$ cat config.mk
export PLATFORM = sky130hd
export DESIGN_NAME = latc_top
export DESIGN_NICKNAME = d
export VERILOG_FILES = /design/src/latc_pkg.sv /design/src/latc_debounce.sv /design/src/latc_alarm.sv /design/src/latc_top.sv
export SDC_FILE = /design/constraint.sdc
export NUM_CORES = 1
export LEC_CHECK = 0
export BUFFER_PORTS_ARGS = -buffer_cell sky130_fd_sc_hd__buf_2
export CAP_MARGIN = 25
export CORE_MARGIN = 2
export CORE_UTILIZATION = 48
export DETAILED_ROUTE_END_ITERATION = 8
export HOLD_SLACK_MARGIN = 0.05
export MAX_ROUTING_LAYER = met4
export PLACE_DENSITY = 0.77
export SYNTH_ARGS = -nofsm -noshare
export SYNTH_HDL_FRONTEND = slang
export SYNTH_SLANG_ARGS = --single-unit
$ cat constraint.sdc
create_clock -name clk_in -period 13.1 [get_ports clk_in]
set_clock_uncertainty 0.1 [all_clocks]
set_input_delay 1.965 -clock clk_in [delete_from_list [all_inputs] [get_ports clk_in]]
set_output_delay 1.965 -clock clk_in [all_outputs]
set_load 0.05 [all_outputs]
$ cat src/latc_pkg.sv
package latc_pkg;
   localparam int DATA_W = 16;
   localparam int NUM_PROC = 4;
   localparam int NUM_ALARM = 6;
   localparam int T_DEBOUNCE_US = 10000;
   localparam int CLK_MHZ = 25;
   localparam int DEBOUNCE_CYC = T_DEBOUNCE_US * CLK_MHZ;
   localparam int T_SAVE_HOLD_MS = 2000;
   localparam int SAVE_HOLD_CYC = T_SAVE_HOLD_MS * 1000 * CLK_MHZ;
   localparam logic [15:0] OFFSET_RST = 16'h0000;
   localparam logic [15:0] TARE_RST = 16'h0000;
   localparam logic [15:0] LIMIT_RST = 16'h03E8;
   localparam logic [5:0] NC_RST = 6'h00;
   typedef enum logic [3:0] {
      LATC_SHOW_PV,
      LATC_SHOW_RATE,
      LATC_SHOW_LIM1,
      LATC_SHOW_LIM2,
      LATC_SHOW_LIM3,
      LATC_SHOW_LIM4,
      LATC_SHOW_TMR1,
      LATC_SHOW_TMR2,
      LATC_SHOW_TIME
   } latc_view_t;
   typedef enum logic [3:0] {
      LATC_MSG_NONE,
      LATC_MSG_PROC_LABEL,
      LATC_MSG_RATE_LABEL,
      LATC_MSG_DEV_LABEL,
      LATC_MSG_TMR1_LABEL,
      LATC_MSG_TMR2_LABEL,
      LATC_MSG_RLY_CLR,
      LATC_MSG_COMMIT,
      LATC_MSG_REMOTE_TARE_SELECT_MSG,
      LATC_MSG_REMOTE_HOLD_SELECT_MSG,
      LATC_MSG_TIME_CLR
   } latc_msg_t;
endpackage

$ cat src/latc_debounce.sv
`timescale 1ns/100ps
// Three-stage synchroniser then a stability counter
module latc_debounce #(
   parameter int WIDTH = 1,
   parameter int STABLE_CYC = 250000
) (
   // Clock and reset
   input wire logic clk_in,
   input wire logic rst_b_in,
   // Raw contacts and clean levels
   input wire logic [WIDTH-1:0] raw_in,
   output logic [WIDTH-1:0] clean_out
);
   localparam int CW = $clog2(STABLE_CYC + 1);
   genvar g;
   generate
      for (g = 0; g < WIDTH; g++) begin : gen_bit
         logic s1_q, s2_q, s3_q;
         logic [CW-1:0] cnt_q;
         logic lvl_q;
         always_ff @(posedge clk_in or negedge rst_b_in) begin
            if (!rst_b_in) begin
               s1_q <= 1'b0;
               s2_q <= 1'b0;
               s3_q <= 1'b0;
            end else begin
               s1_q <= raw_in[g];
               s2_q <= s1_q;
               s3_q <= s2_q;
            end
         end
         // A change counts only when the last two stages agree and persist
         always_ff @(posedge clk_in or negedge rst_b_in) begin
            if (!rst_b_in) begin
               cnt_q <= '0;
               lvl_q <= 1'b0;
            end else if (s2_q != s3_q || s3_q == lvl_q) begin
               cnt_q <= '0;
            end else if (cnt_q == CW'(STABLE_CYC - 1)) begin
               cnt_q <= '0;
               lvl_q <= s3_q;
            end else begin
               cnt_q <= cnt_q + 1'b1;
            end
         end
         assign clean_out[g] = lvl_q;
      end
   endgenerate
endmodule

$ cat src/latc_alarm.sv
`timescale 1ns/100ps
// One alarm channel: compare, latch, polarity
module latc_alarm #(
   parameter int DW = 16
) (
   // Clock and reset
   input wire logic clk_in,
   input wire logic rst_b_in,
   // Compare inputs
   input wire logic [DW-1:0] value_in,
   input wire logic [DW-1:0] limit_in,
   // Configuration
   input wire logic latch_in,
   input wire logic nc_in,
   input wire logic clear_in,
   // Results
   output logic active_out,
   output logic drive_out,
   output logic led_out
);
   logic act_q;
   logic reached;
   assign reached = $signed(value_in) >= $signed(limit_in);
   // A reached limit beats a simultaneous clear
   always_ff @(posedge clk_in or negedge rst_b_in) begin
      if (!rst_b_in) begin
         act_q <= 1'b0;
      end else if (reached) begin
         act_q <= 1'b1;
      end else if (!latch_in) begin
         act_q <= 1'b0;
      end else if (clear_in) begin
         act_q <= 1'b0;
      end
   end
   always_ff @(posedge clk_in or negedge rst_b_in) begin
      if (!rst_b_in) begin
         drive_out <= 1'b0;
         led_out <= 1'b0;
      end else begin
         drive_out <= act_q ^ nc_in;
         led_out <= act_q;
      end
   end
   assign active_out = act_q;
endmodule

$ cat src/latc_top.sv
`timescale 1ns/100ps
// Summary of operation
// - Offset is subtracted from the input so a chosen level reads zero.
// - Offset may be viewed or changed only in setup mode.
// - Stored tare is subtracted from the reading before display.
// - Tare key during tare entry in setup captures the live reading.
// - Remote tare captures the reading every update while contact active.
// - Setup option picks remote tare or hold; the choice is shown.
// - Hold mode freezes the displayed value while the contact is active.
// - Limits key steps rate, limits one to four, then timers one, two.
// - Limits key during elapsed time shows timer one, then timer two.
// - Each alarm activates when its limit is reached.
// - Non-latching alarms clear themselves once below the limit.
// - Latching alarms stay active until explicitly cleared.
// - Limits held plus reset clears the shown alarm, shows a message.
// - Time plus reset zeroes time and clears both timer alarms.
// - Each output is normally open or closed, open by default.
// - Each alarm lights its indicator while active.
// - Offset and tare are committed only after reset is held SAVE_HOLD_CYC cycles in setup.
// - Unsaved changes are lost; saved values return at power-up.
module latc_top #(
   parameter int DW = latc_pkg::DATA_W,
   parameter int DEBOUNCE_CYC = latc_pkg::DEBOUNCE_CYC,
   parameter int SAVE_HOLD_CYC = latc_pkg::SAVE_HOLD_CYC
) (
   // Clock and reset
   input wire logic clk_in,
   input wire logic rst_b_in,
   // Front panel keys and remote contact (raw, asynchronous)
   input wire logic key_limits_in,
   input wire logic key_reset_in,
   input wire logic key_time_in,
   input wire logic key_tare_in,
   input wire logic remote_contact_in,
   // Measurement side
   input wire logic [DW-1:0] scaled_in,
   input wire logic sample_strobe_in,
   input wire logic [DW-1:0] rate_in,
   input wire logic [DW-1:0] deviation_in,
   input wire logic [DW-1:0] elapsed_in,
   // Setup editing
   input wire logic setup_mode_in,
   input wire logic tare_entry_in,
   input wire logic offset_wr_in,
   input wire logic [DW-1:0] offset_wdata_in,
   input wire logic tare_wr_in,
   input wire logic [DW-1:0] tare_wdata_in,
   input wire logic limit_wr_in,
   input wire logic [2:0] limit_sel_in,
   input wire logic [DW-1:0] limit_wdata_in,
   input wire logic cfg_wr_in,
   input wire logic [5:0] latch_cfg_in,
   input wire logic [5:0] nc_cfg_in,
   input wire logic lim3_rate_in,
   input wire logic lim4_dev_in,
   input wire logic remote_hold_in,
   // Nonvolatile store
   input wire logic nv_valid_in,
   input wire logic [DW-1:0] nv_offset_in,
   input wire logic [DW-1:0] nv_tare_in,
   output logic nv_commit_out,
   output logic [DW-1:0] nv_offset_out,
   output logic [DW-1:0] nv_tare_out,
   // Display
   output logic [DW-1:0] disp_value_out,
   output latc_pkg::latc_view_t view_out,
   output latc_pkg::latc_msg_t msg_out,
   output logic [DW-1:0] offset_view_out,
   output logic elapsed_clear_out,
   // Alarms
   output logic [5:0] alarm_drive_out,
   output logic [5:0] alarm_led_out
);
   logic rs1_q, rs2_q;
   logic rst_b;
   logic [4:0] keys;
   logic k_lim, k_rst, k_time, k_tare, k_rem;
   logic k_lim_q, k_rst_q, k_time_q, k_tare_q;
   logic lim_press, rst_press, tare_press;
   logic [DW-1:0] offset_q, tare_q, saved_offset_q, saved_tare_q;
   logic [DW-1:0] net_live, disp_q;
   logic [DW-1:0] limit_q [latc_pkg::NUM_ALARM];
   logic [5:0] latch_q, nc_q;
   logic lim3_rate_q, lim4_dev_q, rem_hold_q;
   logic loaded_q;
   latc_pkg::latc_view_t view_q;
   latc_pkg::latc_msg_t msg_q;
   logic [5:0] clr;
   logic [DW-1:0] cmp_val [latc_pkg::NUM_ALARM];
   localparam int SCW = $clog2(SAVE_HOLD_CYC + 1);
   logic [SCW-1:0] save_cnt_q;
   logic saved_q;

   // Release reset through two flops
   always_ff @(posedge clk_in or negedge rst_b_in) begin
      if (!rst_b_in) begin
         rs1_q <= 1'b0;
         rs2_q <= 1'b0;
      end else begin
         rs1_q <= 1'b1;
         rs2_q <= rs1_q;
      end
   end
   assign rst_b = rs2_q;

   latc_debounce #(
      .WIDTH(5),
      .STABLE_CYC(DEBOUNCE_CYC)
   ) u_deb (
      .clk_in(clk_in),
      .rst_b_in(rst_b),
      .raw_in({remote_contact_in, key_tare_in, key_time_in, key_reset_in,
               key_limits_in}),
      .clean_out(keys)
   );
   assign k_lim = keys[0];
   assign k_rst = keys[1];
   assign k_time = keys[2];
   assign k_tare = keys[3];
   assign k_rem = keys[4];

   always_ff @(posedge clk_in or negedge rst_b) begin
      if (!rst_b) begin
         k_lim_q <= 1'b0;
         k_rst_q <= 1'b0;
         k_time_q <= 1'b0;
         k_tare_q <= 1'b0;
      end else begin
         k_lim_q <= k_lim;
         k_rst_q <= k_rst;
         k_time_q <= k_time;
         k_tare_q <= k_tare;
      end
   end
   assign lim_press = k_lim && !k_lim_q;
   assign rst_press = k_rst && !k_rst_q;
   assign tare_press = k_tare && !k_tare_q;

   // Working offset and tare; saved copies are what survive power loss
   always_ff @(posedge clk_in or negedge rst_b) begin
      if (!rst_b) begin
         offset_q <= latc_pkg::OFFSET_RST;
         tare_q <= latc_pkg::TARE_RST;
         loaded_q <= 1'b0;
      end else if (!loaded_q) begin
         loaded_q <= 1'b1;
         if (nv_valid_in) begin
            offset_q <= nv_offset_in;
            tare_q <= nv_tare_in;
         end
      end else begin
         if (setup_mode_in && offset_wr_in) begin
            offset_q <= offset_wdata_in;
         end
         if (!rem_hold_q && k_rem && sample_strobe_in) begin
            tare_q <= scaled_in - offset_q;
         end else if (setup_mode_in && tare_entry_in && tare_press) begin
            tare_q <= scaled_in - offset_q;
         end else if (setup_mode_in && tare_wr_in) begin
            tare_q <= tare_wdata_in;
         end
      end
   end
   assign offset_view_out = setup_mode_in ? offset_q : '0;

   // Configuration written in setup
   always_ff @(posedge clk_in or negedge rst_b) begin
      if (!rst_b) begin
         for (int i = 0; i < latc_pkg::NUM_ALARM; i++) begin
            limit_q[i] <= latc_pkg::LIMIT_RST;
         end
         latch_q <= 6'h00;
         nc_q <= latc_pkg::NC_RST;
         lim3_rate_q <= 1'b0;
         lim4_dev_q <= 1'b0;
         rem_hold_q <= 1'b0;
      end else if (setup_mode_in) begin
         if (limit_wr_in && limit_sel_in < 3'h6) begin
            limit_q[limit_sel_in] <= limit_wdata_in;
         end
         if (cfg_wr_in) begin
            latch_q <= latch_cfg_in;
            nc_q <= nc_cfg_in;
            lim3_rate_q <= lim3_rate_in;
            lim4_dev_q <= lim4_dev_in;
            rem_hold_q <= remote_hold_in;
         end
      end
   end

   assign net_live = scaled_in - offset_q - tare_q;

   // Display value freezes while remote hold is active
   always_ff @(posedge clk_in or negedge rst_b) begin
      if (!rst_b) begin
         disp_q <= '0;
      end else if (!(rem_hold_q && k_rem)) begin
         disp_q <= net_live;
      end
   end
   assign disp_value_out = disp_q;

   // Limits view sequencing
   always_ff @(posedge clk_in or negedge rst_b) begin
      if (!rst_b) begin
         view_q <= latc_pkg::LATC_SHOW_PV;
      end else if (k_time && !k_time_q) begin
         view_q <= latc_pkg::LATC_SHOW_TIME;
      end else if (lim_press) begin
         case (view_q)
            latc_pkg::LATC_SHOW_TIME:
               view_q <= latc_pkg::LATC_SHOW_TMR1;
            latc_pkg::LATC_SHOW_RATE:
               view_q <= latc_pkg::LATC_SHOW_LIM1;
            latc_pkg::LATC_SHOW_LIM1: view_q <= latc_pkg::LATC_SHOW_LIM2;
            latc_pkg::LATC_SHOW_LIM2: view_q <= latc_pkg::LATC_SHOW_LIM3;
            latc_pkg::LATC_SHOW_LIM3: view_q <= latc_pkg::LATC_SHOW_LIM4;
            latc_pkg::LATC_SHOW_LIM4:
               view_q <= latc_pkg::LATC_SHOW_TMR1;
            latc_pkg::LATC_SHOW_TMR1:
               view_q <= latc_pkg::LATC_SHOW_TMR2;
            default: view_q <= latc_pkg::LATC_SHOW_RATE;
         endcase
      end
   end
   assign view_out = view_q;

   // Clear strobes: limits held plus reset clears the shown alarm
   always_comb begin
      clr = 6'h00;
      if (rst_press && k_lim) begin
         case (view_q)
            latc_pkg::LATC_SHOW_LIM1: clr[0] = 1'b1;
            latc_pkg::LATC_SHOW_LIM2: clr[1] = 1'b1;
            latc_pkg::LATC_SHOW_LIM3: clr[2] = 1'b1;
            latc_pkg::LATC_SHOW_LIM4: clr[3] = 1'b1;
            latc_pkg::LATC_SHOW_TMR1: clr[4] = 1'b1;
            latc_pkg::LATC_SHOW_TMR2: clr[5] = 1'b1;
            default: clr = 6'h00;
         endcase
      end
      if (rst_press && k_time) begin
         clr[5:4] = 2'b11;
      end
   end
   assign elapsed_clear_out = rst_press && k_time;

   // Messages shown beside the value
   always_ff @(posedge clk_in or negedge rst_b) begin
      if (!rst_b) begin
         msg_q <= latc_pkg::LATC_MSG_NONE;
      end else if (saved_q) begin
         msg_q <= latc_pkg::LATC_MSG_COMMIT;
      end else if (rst_press && k_time) begin
         msg_q <= latc_pkg::LATC_MSG_TIME_CLR;
      end else if (|clr) begin
         msg_q <= latc_pkg::LATC_MSG_RLY_CLR;
      end else if (setup_mode_in) begin
         msg_q <= rem_hold_q ? latc_pkg::LATC_MSG_REMOTE_HOLD_SELECT_MSG
                             : latc_pkg::LATC_MSG_REMOTE_TARE_SELECT_MSG;
      end else if (lim_press) begin
         case (view_q)
            latc_pkg::LATC_SHOW_LIM2: msg_q <= lim3_rate_q ?
               latc_pkg::LATC_MSG_RATE_LABEL : latc_pkg::LATC_MSG_PROC_LABEL;
            latc_pkg::LATC_SHOW_LIM3: msg_q <= lim4_dev_q ?
               latc_pkg::LATC_MSG_DEV_LABEL : latc_pkg::LATC_MSG_PROC_LABEL;
            latc_pkg::LATC_SHOW_LIM4, latc_pkg::LATC_SHOW_TIME:
               msg_q <= latc_pkg::LATC_MSG_TMR1_LABEL;
            latc_pkg::LATC_SHOW_TMR1: msg_q <= latc_pkg::LATC_MSG_TMR2_LABEL;
            latc_pkg::LATC_SHOW_RATE, latc_pkg::LATC_SHOW_LIM1:
               msg_q <= latc_pkg::LATC_MSG_PROC_LABEL;
            default: msg_q <= latc_pkg::LATC_MSG_RATE_LABEL;
         endcase
      end
   end
   assign msg_out = msg_q;

   // Commit after reset held long enough in setup; one pulse per hold
   always_ff @(posedge clk_in or negedge rst_b) begin
      if (!rst_b) begin
         save_cnt_q <= '0;
         saved_q <= 1'b0;
         nv_commit_out <= 1'b0;
         saved_offset_q <= latc_pkg::OFFSET_RST;
         saved_tare_q <= latc_pkg::TARE_RST;
      end else begin
         nv_commit_out <= 1'b0;
         saved_q <= 1'b0;
         if (!loaded_q && nv_valid_in) begin
            saved_offset_q <= nv_offset_in;
            saved_tare_q <= nv_tare_in;
         end
         if (!(setup_mode_in && k_rst && !k_lim && !k_time)) begin
            save_cnt_q <= '0;
         end else if (save_cnt_q == SCW'(SAVE_HOLD_CYC - 1)) begin
            save_cnt_q <= save_cnt_q + 1'b1;
            saved_q <= 1'b1;
            nv_commit_out <= 1'b1;
            saved_offset_q <= offset_q;
            saved_tare_q <= tare_q;
         end else if (save_cnt_q < SCW'(SAVE_HOLD_CYC)) begin
            save_cnt_q <= save_cnt_q + 1'b1;
         end
      end
   end
   assign nv_offset_out = saved_offset_q;
   assign nv_tare_out = saved_tare_q;

   // Compare sources: limit three may watch rate, four deviation
   always_comb begin
      cmp_val[0] = disp_q;
      cmp_val[1] = disp_q;
      cmp_val[2] = lim3_rate_q ? rate_in : disp_q;
      cmp_val[3] = lim4_dev_q ? deviation_in : disp_q;
      cmp_val[4] = elapsed_in;
      cmp_val[5] = elapsed_in;
   end

   genvar a;
   generate
      for (a = 0; a < latc_pkg::NUM_ALARM; a++) begin : gen_alarm
         latc_alarm #(
            .DW(DW)
         ) u_alarm (
            .clk_in(clk_in),
            .rst_b_in(rst_b),
            .value_in(cmp_val[a]),
            .limit_in(limit_q[a]),
            .latch_in(latch_q[a]),
            .nc_in(nc_q[a]),
            .clear_in(clr[a]),
            .active_out(),
            .drive_out(alarm_drive_out[a]),
            .led_out(alarm_led_out[a])
         );
      end
   endgenerate
endmodule

After elaboration in Yosys (flattened, before gate mapping)

Cells that the tools add are included.

Input port bits: 177
Bits in registers: 361

Equality and inequality tests: 33
Bitwise operators: 12
Add/subtract/negate cells: 8
Reduce and logical (&&, ||, !) cells: 47
Muxes and demuxes: 73
$lt $le $gt $ge: 10

Operator list:

| cell                                                  | number |
|---|---|
| 2-to-1 mux 16 bit                                     | 18 |
| 2-to-1 mux 18 bit                                     | 10 |
| bitwise mux 96 bit                                    | 1 |
| >= comparator 16 bit                                  | 6 |
| adder 18 x 1 -> 18 bit, second input constant         | 5 |
| equality test 18 bit, second input constant           | 5 |
| 2-to-1 mux 26 bit                                     | 3 |
| demux 16 bit (select 3 bit)                           | 1 |
| subtractor 16 bit                                     | 2 |
| 2-to-1 mux 4 bit                                      | 7 |
| 2-to-1 mux 1 bit                                      | 27 |
| adder 26 x 1 -> 26 bit, second input constant         | 1 |
| equality test 26 bit, second input constant           | 1 |
| < comparator 26 bit, second input constant            | 1 |
| inequality test 3 x 1 -> 1 bit, second input constant | 7 |
| logical AND 1 bit                                     | 19 |
| one-hot mux 3 bit (6 select lines)                    | 1 |
| AND reduction 2 bit                                   | 9 |
| equality test 4 x 3 -> 1 bit, second input constant   | 4 |
| one-hot mux 3 bit (5 select lines)                    | 1 |
| equality test 4 x 2 -> 1 bit, second input constant   | 2 |
| zero test 1 bit                                       | 8 |
| 2-to-1 mux 2 bit                                      | 3 |
| 2-to-1 mux 6 bit                                      | 1 |
| 17 further kinds                                      | 40 |

Logic depth before layout (Yosys ltp)

Depth after elaboration: 9
Gate-level depth with buffers: 17
Gate-level depth less buffers: 17

Cells and area by module

Synthesis repeated with hierarchy kept, for this count alone.

Cells, all modules: 2,040
Area total of the unflattened synthesis: 20,458.4 um^2

Modules (own cells, without submodules):

| module        | instances | cells each | area each (um^2) |
|---|---|---|---|
| latc_top      | 1         | 1,145      | 12,225.5 |
| latc_debounce | 1         | 523        | 5,252.5 |
| latc_alarm    | 6         | 62         | 496.7 |

Worst setup path before layout

OpenSTA, ideal clock, no wires.

Kind: input to register
Start: input port scaled_in[4]
End: register disp_q[15] (netlist: disp_value_out[15])
Path buffers: 0
Stages on the path: 13
Slack: 7.989 ns
Data arrival time: 4.934 ns
Data required time: 12.922 ns
Path through: ha_1 -> a21oi_1 -> nor3b_1 -> nand2_1 -> a21boi_0 -> xnor2_1 -> ha_1 -> or4_1 -> nand3_1 -> a21oi_1 -> o41ai_1 -> xnor3_1 -> a21oi_1

Cells in the longest elaborated chain, start to end: 2

Ends and longest elaborated chain:

| element                         | RTL line        | text |
|---|---|---|
| start, declared                 | latc_top.sv:36  | `input wire logic [DW-1:0] scaled_in,` |
| subtractor 16 bit (2 in series) | latc_top.sv:191 | `assign net_live = scaled_in - offset_q - tare_q;` |
| end signal, assigned            | latc_top.sv:198 | `disp_q <= net_live;` |
| end, declared                   | latc_top.sv:81  | `logic [DW-1:0] net_live, disp_q;` |

No other way between the ends.
A chain may end at the register's enable or synchronous reset.

Final worst setup path

Ends and elaborated chain as after synthesis.

==> key figures <==
Run status
  – Status: finished, final reports clean

Global routing
  – Initial antenna violation count: 1
  – Total gr overflow: 0
  – Number of global-route vias before repair: between 15000 and 20000
  – Pin count of the biggest net entering global routing: approximately 170
  – Gr usage total: 24.41%
  – First-pass GRT wire length: roughly 81000 um

Final layout
  – P&R area growth vs syn: 15.88%
  – Nets@finish: 2639
  – Most frequent cells in the layout: dfrtp_1, buf_2, nand2_1
  – Share of post-route cells with drive strength above 1: 19.71%
  – Commonest non-fill, non-tap cell in the layout: dfrtp_1
  – Flip-flop and latch area: 0.009082 mm2
  – Area of the multi-input gates: 0.009686 mm2
  – Filler cell count in the final layout: between 3000 and 4000

Routing
  – DRT Wirelength: 50460 um
  – Routed via count: 15950
  – Post-DR vias/cell: between 5 and 6
  – Routed wire length per instance: between 15 and 20 um
  – DRT iter0 DRCs: 934
  – DRC: 0
  – Drt first pass iters: 5
  – Number of nets with antenna violations after routing: 0

Die
  – Die area: 0.04266 mm2
  – # IOs: 263
  – Die height: around 210 um
  – Core box area: approximately 0.04 mm2
  – Starting density of the core: 48.45%
  – Die X: 206.6 um
  – Row cnt: 74

STA
  – Slew @ Worst Pin: 1.006 ns
  – Final period utilization: 40.41%
  – Slew Limit Headroom: 32.79%
  – Fin worst setup slack: 7.806 ns
  – Final Hold Fails: 0
  – Final slew viol count: 0
  – Final setup vio count: 0
  – Max Clk Rate: 188.9 MHz
  – Fin Setup TNS: 0 ns
  – Fin crit period: 5.294 ns
  – Hold_ws: 0.2440 ns
  – RSZ-0062 raised after global routing: false

Critical path
  – Worst EP arrival: approximately 5.7 ns
  – Crit path kind: input pin to flip-flop
  – WP data required: 13.47 ns
  – Crit end category: flip-flop
  – Maximum fanout along the worst path: 5
  – CP Launch Type: input pin

CTS
  – Number of gates resized after cts: 0
  – Clock latency on the worst-skew pair: 0.57 ns
  – Clock-pin slew on the worst setup and hold paths: 0.05 ns
  – Clock Root Buffer: clkbuf_16
  – Post-CTS Setup Inserts: 0
  – Maximum buffer depth of the clock tree: 3
  – Cts hold-fix bufs: 0
  – H-tree depth: 2
  – CTS buffer count: 41
  – CTS tree: done
  – Clk sinks: 361

Logic synthesis
  – Seq cells post-synth: 361
  – Synth Warn #: 0
  – Cells after synthesis: 2090
  – EDFF count, synth: 0
  – Post-synth top area cell: dfrtp_1
  – Main synth FF type: dfrtp_1
  – Netlist cell types: 72
  – Mapped cell area: 0.01969 mm2
  – Average cell area after synthesis: 9.422 um2
  – Largest cells by area after synthesis: dfrtp_1, ha_1, dfstp_2, nand2_1, mux2_2
  – Synth async-reset ratio: 100.0%
  – Yosys top cell area share: 41.30%
  – Sequential area share after synthesis: around 46%

Run
  – Maxcap violations: 0

Pwr
  – P_leak: 10.68 nW
  – VDD IR max: 0.00009366 V
  – P per Cell Area: around 170 mW/mm2

Hold path
  – Hold crit path type: flip-flop to flip-flop

Place
  – Pre-CTS setup slack: 7.429 ns
  – HPWL after DPL: 37340 um
  – RD Place Congestion: 0.9589
  – IO buf count: 262
where the power goes:
part	switching, W	internal (W)	leakage, nW
clock network	0.000463	0.000698	0.666
logic	0.000719	0.000448	5.53
registers	0.000160	0.00129	4.48
total	0.00134	0.00244	10.7
cells in the mapped netlist (5+ instances only):
master / instances
o22ai_1: 5
a21o_1: 30
nand4_1: 36
o211ai_1: 5
mux2_2: 81
o21bai_1: 5
nor4_1: 14
and4_1: 11
nor2b_1: 15
and3_1: 20
dfstp_2: 36
a31oi_1: 36
a211oi_1: 8
and2_1: 30
xnor2_1: 47
nand3_1: 65
nor2_1: 237
xor2_1: 72
buf_4: 13
nand3b_1: 7
nand2b_1: 11
o31ai_1: 9
nor4b_1: 7
o21ai_0: 113
a21oi_1: 106
or4_1: 5
nand2_1: 249
nor3_1: 30
clkbuf_1: 59
buf_1: 7
dfrtp_1: 325
mux2i_1: 24
inv_1: 155
ha_1: 132
or3_1: 14
o21a_1: 6
flip-flops by register name (all words and copies together), names as in the netlist, 6 cells and up:
register / cells
limit_q: 96
u_deb.gen_bit.cnt_q: 90
save_cnt_q: 26
disp_value_out: 16
nv_offset_out: 16
nv_tare_out: 16
offset_q: 16
tare_q: 16
gen_alarm.u_alarm.active_out: 6
gen_alarm.u_alarm.drive_out: 6
gen_alarm.u_alarm.led_out: 6
latch_q: 6
nc_q: 6
layout make-up:
type                       instances  share of cell area (%)
antenna                            2                 0.02193
timing repair buffer             275                   6.262
clock inverter                    10                  0.6854
multi-input combinational       1494                   42.44
inverter                         155                   2.550
sequential                       361                   39.80
clock buffer                      64                   5.319
tap                              532                   2.917
through the flow:
step | std cells | power (W) | util (%) | area [um2]
2_1_floorplan | 2091 | 0.002296 | - | 19700
3_3_place_gp | 2816 | 0.002579 | 52.72 | 21430
3_5_place_dp | 2816 | 0.002629 | 52.72 | 21430
4_1_cts | 2890 | 0.003804 | 56.09 | 22800
5_1_grt | 2892 | 0.003995 | 56.14 | 22820
6_report | 2893 | 0.003778 | 56.14 | 22820
cell families after synthesis:
family,synth area share [%]
XOR/XNOR,5.407
buffers and inverters,4.759
AND/OR/NAND/NOR,18.06
adder cells (fa/ha/maj),8.590
other,0.01904
flip-flops,46.10
AO/OA/AOI/OAI,11.21
multiplexers,5.852
path summary, 6_finish.rpt:
path                                             from                             end  slack [ns]  cells after the start
min in group asynchronous                       rs2_q       u_deb.gen_bit[3].cnt_q[8]        0.27                      0
max in group asynchronous                       rs2_q  gen_alarm[5].u_alarm.drive_out       10.64                      2
worst min-delay path            u_deb.gen_bit[0].s1_q           u_deb.gen_bit[0].s2_q        0.24                      0
worst min register to register  u_deb.gen_bit[0].s1_q           u_deb.gen_bit[0].s2_q        0.24                      0
worst max-delay path                     scaled_in[4]              disp_value_out[15]        7.81                     15
worst max register to register            offset_q[4]              disp_value_out[15]        8.88                     15
critical path, stage by stage:
cell      delay [ns]
buf_2           0.10
ha_1            0.33
a21oi_1         0.35
a21boi_0        0.20
o21a_1          0.21
or3_2           0.42
and2_1          0.18
ha_1            0.34
nand2_1         0.12
o21ai_0         0.14
nor4_1          0.32
a21oi_1         0.15
o41ai_1         0.41
xnor3_1         0.29
a21oi_1         0.14
metal layers:
layer | track usage (%) | up-vias | part of all wire (%)
met2 | 40.90 | 469 | 48
met1 | 30.19 | 7736 | 44
met3 | 4.097 | 89 | 5.9
met4 | 7.832 | 0 | 2.5
met5 | - | - | 0
li1 | - | 7656 | -
Power figures use the tool's default switching activity.
